**src/design/lou_regs.svh**
```systemverilog
// opcodes, format masks, status bit positions and constant words for the logic op unit
`ifndef LOU_REGS_SVH
`define LOU_REGS_SVH
`define LOU_OPC_OR_IMM 16'h0260
`define LOU_OPC_XOR 16'h2800
`define LOU_OPC_INVERT 16'h0540
`define LOU_OPC_ZERO_FILL 16'h04C0
`define LOU_OPC_ONES_FILL 16'h0700
`define LOU_OPC_SET_BITS_WORD 16'hE000
`define LOU_OPC_SET_BITS_BYTE 16'hF000
`define LOU_OPC_CLEAR_BITS_WORD 16'h4000
`define LOU_MASK_FMT8 16'hFFF0
`define LOU_MASK_FMT3 16'hFC00
`define LOU_MASK_FMT6 16'hFFC0
`define LOU_MASK_FMT1 16'hF000
`define LOU_ST_LGT 0
`define LOU_ST_AGT 1
`define LOU_ST_EQ 2
`define LOU_ST_PAR 5
`define LOU_ALL_ONES 16'hFFFF
`define LOU_ZERO 16'h0000
`define LOU_ST_RESET 16'h0000
`endif

```
**src/design/lou_pkg.sv**
```systemverilog
// types shared by the logic op unit
package lou_pkg;
    typedef enum logic [3:0] {
        LOU_OP_NONE,
        LOU_OP_OR_IMM,
        LOU_OP_XOR,
        LOU_OP_INVERT,
        LOU_OP_ZERO_FILL,
        LOU_OP_ONES_FILL,
        LOU_OP_SET_BITS_WORD,
        LOU_OP_SET_BITS_BYTE,
        LOU_OP_CLEAR_BITS_WORD
    } lou_op_type;
endpackage : lou_pkg

```
**src/design/lou_core_if.sv**
```systemverilog
// carrier between the unit sequencer and its arithmetic logic core
`timescale 1ns/10ps
interface lou_core_if;
    import lou_pkg::*;
    lou_op_type op;
    logic [15:0] src;
    logic [15:0] dst;
    logic byte_mode;
    logic [15:0] result;
    logic [15:0] status_in;
    logic [15:0] status_out;
    modport seq (output op, output src, output dst, output byte_mode, output status_in,
        input result, input status_out);
    modport core (input op, input src, input dst, input byte_mode, input status_in,
        output result, output status_out);
endinterface : lou_core_if

```
**src/design/lou_arith_logic_core.sv**
```systemverilog
// combinational arithmetic logic core: result word and status update
`timescale 1ns/10ps
`include "lou_regs.svh"
module lou_arith_logic_core
    import lou_pkg::*;
(
    lou_core_if.core cif
);
    logic [15:0] word_res;
    logic [7:0] byte_res;
    logic [15:0] cmp_val;
    logic cmp_flags;
    logic byte_flags;
    logic [15:0] st_cmp;

    always_comb begin
        unique case (cif.op)
            LOU_OP_OR_IMM: word_res = cif.dst | cif.src;
            LOU_OP_XOR: word_res = cif.dst ^ cif.src;
            LOU_OP_INVERT: word_res = ~cif.dst;
            LOU_OP_ZERO_FILL: word_res = `LOU_ZERO;
            LOU_OP_ONES_FILL: word_res = `LOU_ALL_ONES;
            LOU_OP_SET_BITS_WORD: word_res = cif.dst | cif.src;
            LOU_OP_CLEAR_BITS_WORD: word_res = cif.dst & ~cif.src;
            default: word_res = cif.dst;
        endcase
    end

    // byte operand is the high byte; low byte passes through
    assign byte_res = cif.dst[15:8] | cif.src[15:8];
    assign cif.result = cif.byte_mode ? {byte_res, cif.dst[7:0]} : word_res;

    assign byte_flags = cif.byte_mode && cif.op == LOU_OP_SET_BITS_BYTE;
    assign cmp_flags = byte_flags || cif.op inside {LOU_OP_OR_IMM, LOU_OP_XOR,
        LOU_OP_INVERT, LOU_OP_SET_BITS_WORD, LOU_OP_CLEAR_BITS_WORD};
    // byte compare works on the byte placed as a word's top half
    assign cmp_val = byte_flags ? {byte_res, 8'h00} : word_res;

    always_comb begin
        st_cmp = cif.status_in;
        st_cmp[15 - `LOU_ST_LGT] = cmp_val != `LOU_ZERO;
        st_cmp[15 - `LOU_ST_AGT] = !cmp_val[15] && cmp_val != `LOU_ZERO;
        st_cmp[15 - `LOU_ST_EQ] = cmp_val == `LOU_ZERO;
        if (byte_flags) begin
            st_cmp[15 - `LOU_ST_PAR] = ^byte_res;
        end
    end
    // only the compare bits (and parity for bytes) move; others pass
    assign cif.status_out = cmp_flags ? st_cmp : cif.status_in;
endmodule : lou_arith_logic_core

```
**src/design/lou_logic_op_unit.sv**
```systemverilog
// logic op unit: decodes the logical group and sequences operand fetch and write-back
`timescale 1ns/10ps
`include "lou_regs.svh"
module lou_logic_op_unit
    import lou_pkg::*;
(
    input wire logic clk_sys,
    input wire logic resetn,
    input wire logic start,
    input wire logic [15:0] instr,
    input wire logic [15:0] instr_addr,
    input wire logic [15:0] wsp_ptr,
    input wire logic [15:0] src_addr,
    input wire logic [15:0] dst_addr,
    input wire logic src_is_reg,
    input wire logic dst_is_reg,
    input wire logic [15:0] status_in,
    output logic busy,
    output logic done,
    output logic illegal,
    output logic [15:0] status_word,
    output logic mem_rd,
    output logic mem_wr,
    output logic [15:0] mem_addr,
    output logic [15:0] mem_wdata,
    output logic mem_wr_hi,
    output logic mem_wr_lo,
    input wire logic [15:0] mem_rdata,
    input wire logic mem_ack
);
    typedef enum logic [2:0] {S_IDLE, S_RD_SRC, S_RD_DST, S_WRITE, S_DONE} lou_state_type;

    lou_core_if cif();
    lou_arith_logic_core u_core (.cif(cif));

    lou_state_type state_reg, state_next;
    lou_op_type op_reg, op_dec;
    logic [15:0] src_reg, dst_reg, waddr_reg, saddr_reg;
    logic byte_reg, uses_src, byte_op;
    logic [15:0] wreg_addr, imm_addr;
    logic [15:0] xor_wreg_addr, src_start_addr, dst_start_addr;
    logic [7:0] wdata_hi;
    logic [12:0] st_rest;
    logic [3:0] wreg_num;

    // decode; format masks select opcode bits
    assign op_dec =
        (instr & `LOU_MASK_FMT8) == `LOU_OPC_OR_IMM ? LOU_OP_OR_IMM :
        (instr & `LOU_MASK_FMT3) == `LOU_OPC_XOR ? LOU_OP_XOR :
        (instr & `LOU_MASK_FMT6) == `LOU_OPC_INVERT ? LOU_OP_INVERT :
        (instr & `LOU_MASK_FMT6) == `LOU_OPC_ZERO_FILL ? LOU_OP_ZERO_FILL :
        (instr & `LOU_MASK_FMT6) == `LOU_OPC_ONES_FILL ? LOU_OP_ONES_FILL :
        (instr & `LOU_MASK_FMT1) == `LOU_OPC_SET_BITS_WORD ? LOU_OP_SET_BITS_WORD :
        (instr & `LOU_MASK_FMT1) == `LOU_OPC_SET_BITS_BYTE ? LOU_OP_SET_BITS_BYTE :
        (instr & `LOU_MASK_FMT1) == `LOU_OPC_CLEAR_BITS_WORD ? LOU_OP_CLEAR_BITS_WORD :
        LOU_OP_NONE;

    assign wreg_num = instr[3:0];
    assign wreg_addr = wsp_ptr + {11'h000, wreg_num, 1'b0};
    assign imm_addr = instr_addr + 16'h0002;
    assign xor_wreg_addr = wsp_ptr + {11'h000, instr[9:6], 1'b0};
    assign src_start_addr = (op_dec == LOU_OP_OR_IMM) ? imm_addr : src_addr;
    assign dst_start_addr = (op_dec == LOU_OP_OR_IMM) ? wreg_addr :
        (op_dec == LOU_OP_XOR) ? xor_wreg_addr : dst_addr;
    assign wdata_hi = mem_wdata[15:8];
    assign st_rest = status_word[12:0];
    assign uses_src = op_reg inside {LOU_OP_OR_IMM, LOU_OP_XOR, LOU_OP_SET_BITS_WORD,
        LOU_OP_SET_BITS_BYTE, LOU_OP_CLEAR_BITS_WORD};
    assign byte_op = op_reg == LOU_OP_SET_BITS_BYTE;

    // core sees next-cycle operands so write data is right from the first write cycle
    assign cif.op = (state_reg == S_IDLE) ? op_dec : op_reg;
    assign cif.src = src_reg;
    assign cif.dst = (state_reg == S_RD_DST && mem_ack) ? mem_rdata : dst_reg;
    assign cif.byte_mode = (state_reg == S_IDLE) ? (op_dec == LOU_OP_SET_BITS_BYTE) :
        byte_reg;
    assign cif.status_in = status_word;

    // fills skip the read entirely: no source and no destination fetch
    always_comb begin
        state_next = state_reg;
        unique case (state_reg)
            S_IDLE: if (start && op_dec != LOU_OP_NONE) begin
                state_next = (op_dec inside {LOU_OP_ZERO_FILL, LOU_OP_ONES_FILL}) ? S_WRITE :
                    (op_dec inside {LOU_OP_INVERT}) ? S_RD_DST : S_RD_SRC;
            end
            S_RD_SRC: if (mem_ack) state_next = S_RD_DST;
            S_RD_DST: if (mem_ack) state_next = S_WRITE;
            S_WRITE: if (mem_ack) state_next = S_DONE;
            S_DONE: state_next = S_IDLE;
        endcase
    end

    always_ff @(posedge clk_sys or negedge resetn) begin
        if (!resetn) begin
            state_reg <= S_IDLE;
            op_reg <= LOU_OP_NONE;
            src_reg <= `LOU_ZERO;
            dst_reg <= `LOU_ZERO;
            waddr_reg <= `LOU_ZERO;
            saddr_reg <= `LOU_ZERO;
            byte_reg <= 1'b0;
        end else begin
            state_reg <= state_next;
            if (state_reg == S_IDLE && start) begin
                op_reg <= op_dec;
                byte_reg <= op_dec == LOU_OP_SET_BITS_BYTE;
                // register operands of word-with-register ops come from the workspace
                saddr_reg <= src_start_addr;
                waddr_reg <= dst_start_addr;
            end
            if (state_reg == S_RD_SRC && mem_ack) src_reg <= mem_rdata;
            if (state_reg == S_RD_DST && mem_ack) dst_reg <= mem_rdata;
        end
    end

    always_ff @(posedge clk_sys or negedge resetn) begin
        if (!resetn) begin
            busy <= 1'b0;
            done <= 1'b0;
            illegal <= 1'b0;
            status_word <= `LOU_ST_RESET;
            mem_rd <= 1'b0;
            mem_wr <= 1'b0;
            mem_addr <= `LOU_ZERO;
            mem_wdata <= `LOU_ZERO;
            mem_wr_hi <= 1'b0;
            mem_wr_lo <= 1'b0;
        end else begin
            busy <= state_next != S_IDLE;
            done <= state_next == S_DONE;
            illegal <= state_reg == S_IDLE && start && op_dec == LOU_OP_NONE;
            if (state_reg == S_IDLE && start) status_word <= status_in;
            // status commits with the write-back, never for zero or ones fill
            if (state_reg == S_WRITE && mem_ack) status_word <= cif.status_out;
            mem_rd <= state_next inside {S_RD_SRC, S_RD_DST};
            mem_wr <= state_next == S_WRITE;
            mem_addr <= state_next == S_RD_SRC ?
                (state_reg == S_IDLE ? src_start_addr : saddr_reg) :
                (state_reg == S_IDLE ? dst_start_addr : waddr_reg);
            mem_wdata <= cif.result;
            // byte writes touch only the high byte lane
            mem_wr_hi <= state_next == S_WRITE;
            mem_wr_lo <= state_next == S_WRITE && !(state_reg == S_IDLE ? 1'b0 : byte_op);
        end
    end
endmodule : lou_logic_op_unit

```
**config.mk**
```make
export PLATFORM = sky130hd
export DESIGN_NAME = lou_logic_op_unit
export DESIGN_NICKNAME = d
export VERILOG_FILES = /design/src/design/lou_pkg.sv /design/src/design/lou_core_if.sv /design/src/design/lou_arith_logic_core.sv /design/src/design/lou_logic_op_unit.sv
export VERILOG_INCLUDE_DIRS = /design/src /design/src/design
export SDC_FILE = /design/constraint.sdc
export NUM_CORES = 1
export LEC_CHECK = 0
export BUFFER_PORTS_ARGS = -buffer_cell sky130_fd_sc_hd__buf_2
export CORE_ASPECT_RATIO = 1.2
export CORE_MARGIN = 5
export CORE_UTILIZATION = 31
export CTS_CLUSTER_SIZE = 16
export DETAILED_ROUTE_END_ITERATION = 8
export GPL_TIMING_DRIVEN = 1
export PLACE_DENSITY = 0.53
export SYNTH_ARGS = -nofsm -noshare
export SYNTH_HDL_FRONTEND = slang
export SYNTH_SLANG_ARGS = --single-unit
```
**constraint.sdc**
```tcl
create_clock -name clk_sys -period 5.4 [get_ports clk_sys]
set_input_delay 0.81 -clock clk_sys [delete_from_list [all_inputs] [get_ports clk_sys]]
set_output_delay 0.81 -clock clk_sys [all_outputs]
set_load 0.01 [all_outputs]
```
==> impl_metrics.toml <==
[critical_path]
rr_worst_depth = 10
r2r_setup_slack_ns = 1.05
r2r_end = "status_word[15]"
crit_fanout = 17
worstPathArrival_ns = 4.64
worstPathRequired_ns = 5.69
timing.rr.start = "state_reg[0]"
end_kind = "register"
path_class = "register to register"
critPathLaunchType = "register"

[logic_synthesis]
synth_edf_count = 0
syn-instance-count = 857
async_flop_share = 1.000
ys_warn_count = 0
ys_top_cells_by_area = "dfrtp_1, nand2_1, ha_1"
synth_area_sq_um = 7916
synth.most_common_cell = "nand2_1"
yosys-top-cells-count = "nand2_1, dfrtp_1, o21ai_0"
yosys.area.top_type = "dfrtp_1"
synth_sequential_area_ratio = 0.3983
synthesis.nets = 1018
ys_types = 74
synth_top_area_frac = 0.3983
synth_seq_cells = 126
synthFlopType = "dfrtp_1"
syn_area_per_cell_sq_um = 9.237

[clocking]
clk_pin_slew_ns = 0.06
cts_hold_buffers = 0
cts_root_buf = "clkbuf_16"
clock_path_buffers = 2
cts_resized = 0
clk_latency_ns = 0.42
cts_sinks = 126
cts_tree = "built"
htreeDepth = 4
cts_made_buffers = 17
post-cts-setup-buffer-count = 0

[die]
num_rows = 64
die_h_um = 185.1
fp.dieW_um = 155.9
die_area_sq_um = 28850
fp.coreArea_sq_um = 25380
io_pins = 173
initial_utilization = 0.3119

[grt]
grt_pass1_wl_mm = 38.56
grt_pass1_vias = 7204
antenna_found_initial = 1
grt_usage = 0.1697
grt-ovfl-total = 0
grt_max_degree = 85

[sta]
finalSetupViolCount = 0
worst_pin_slew_ns = 1.129
skew_ns = 0.01112
rsz0062_at_grt = "no"
setup_tns_ns = 0
slew_headroom = 0.2474
report.final.slew_viol_count = 0
whs_ns = 0.4400
period_needed_ns = 4.352
final_hold_viol_count = 0
fmax_ghz = 0.2298
fin_crit_sh = 0.8059

[power]
switching_power_mw = 2.522
p_per_area_nw_per_um2 = 609.8
p_int_mw = 3.435
combPwrFrac = 0.532
p_seq_frac = 0.271
leakage_nw = 4.541
peakVddDrop_v = 0.0002564
p_clk_frac = 0.197
p_sw_frac = 0.4233

[route]
dr.pass1.iters = 4
wire_per_inst_um = 17.74
via_per_inst = 5.106
drtIter0Drc = 343
drt-total-wl_mm = 24.18
drt.antenna.violating_nets = 0
vias = 6959
drc = 0

[finish]
fillCellCount = 2587
final_nets = 1181
diodes = 0
area_growth_pct = 23.39
drive_above_1_share = 0.2691

[place]
gp_congestion = 0.8528
portBuffers = 170
hpwl_mm = 18.13

[hold_path]
worstHoldPathType = "primary input to asynchronous set/reset pin"

[status]
status = "completed"

[run]
drv_cap = 0
## power by group through the flow
stage	combinational [mW]	sequential (mW)	clock (mW)
5_1_grt	3.52	1.68	1.24
2_1_floorplan	2.12	1.67	0
3_5_place_dp	3.17	1.63	0
3_3_place_gp	3.15	1.63	0
6_report	3.17	1.62	1.17
4_1_cts	3.18	1.62	1.19
## how the worst max path moves through the flow
stage / start / endpoint / slack [ns] / depth (start not counted)
floorplan: mem_ack / status_word[15] / 1.21 / 16
finish: state_reg[0] / status_word[15] / 1.05 / 10
global route: state_reg[0] / status_word[15] / 0.59 / 11
global placement: instr[13] / status_word[15] / 0.74 / 10
CTS: state_reg[0] / status_word[15] / 1.03 / 11
detailed placement: instr[13] / status_word[15] / 0.72 / 10
## worst max-delay path, cell delays in order, from the launching register on
cell and delay, ns:
dfrtp_1 0.54, nor3_4 0.48, mux2_2 0.28, o31ai_4 0.12
nor4_4 0.96, a31o_2 0.38, a31oi_1 0.09, or4b_1 0.51
or4_1 0.50, nor2_2 0.21, o221ai_1 0.15
## cells by family (layout without fill, tap and decap cells)
group	after synthesis	count (layout)	synth area share
XOR/XNOR	27	27	0.02987
buffers and inverters	97	273	0.04805
AND/OR/NAND/NOR	312	312	0.1807
flip-flops	126	126	0.3983
AO/OA/AOI/OAI	189	189	0.1645
adder cells (fa/ha/maj)	44	44	0.07112
multiplexers	62	62	0.1075
## through the flow
step | instances | setup slack, ns | area, sq um | utilization | total power [mW]
2_1_floorplan | 857 | 1.205 | 7916 | - | 3.789
3_3_place_gp | 1331 | 0.7443 | 9176 | 0.3615 | 4.772
3_5_place_dp | 1331 | 0.7194 | 9176 | 0.3615 | 4.805
4_1_cts | 1363 | 1.034 | 9768 | 0.3848 | 5.997
5_1_grt | 1363 | 0.5857 | 9768 | 0.3848 | 6.434
6_report | 1363 | 1.048 | 9768 | 0.3848 | 5.957
## cell type report
type,instances,area (sq um),area share
repair buffers,188,992.2,0.1016
flip-flops and latches,126,3153,0.3228
inverters,53,198.9,0.02037
clock buffers,20,456.7,0.04675
multi-input cells,634,4419,0.4524
clock inverters,12,135.1,0.01383
well taps,330,412.9,0.04227
## layer usage
layer,routed length [um],global-route usage,vias to the layer above
li1,-,-,3377
met1,9996,0.2002,3351
met2,12260,0.3013,199
met3,1533,0.04721,30
met4,369,0.04834,2
met5,11,0,-
## layout by cell type, fill, tap and decap left out, drive strengths merged, types with 20 or more instances in the layout
cell type,n
clkbuf,20
a21oi,28
buf,188
nand2,174
mux2i,22
dfrtp,126
mux2,24
inv,55
ha,41
nor2,50
o21ai,57
(Power assumes the default switching activity.)
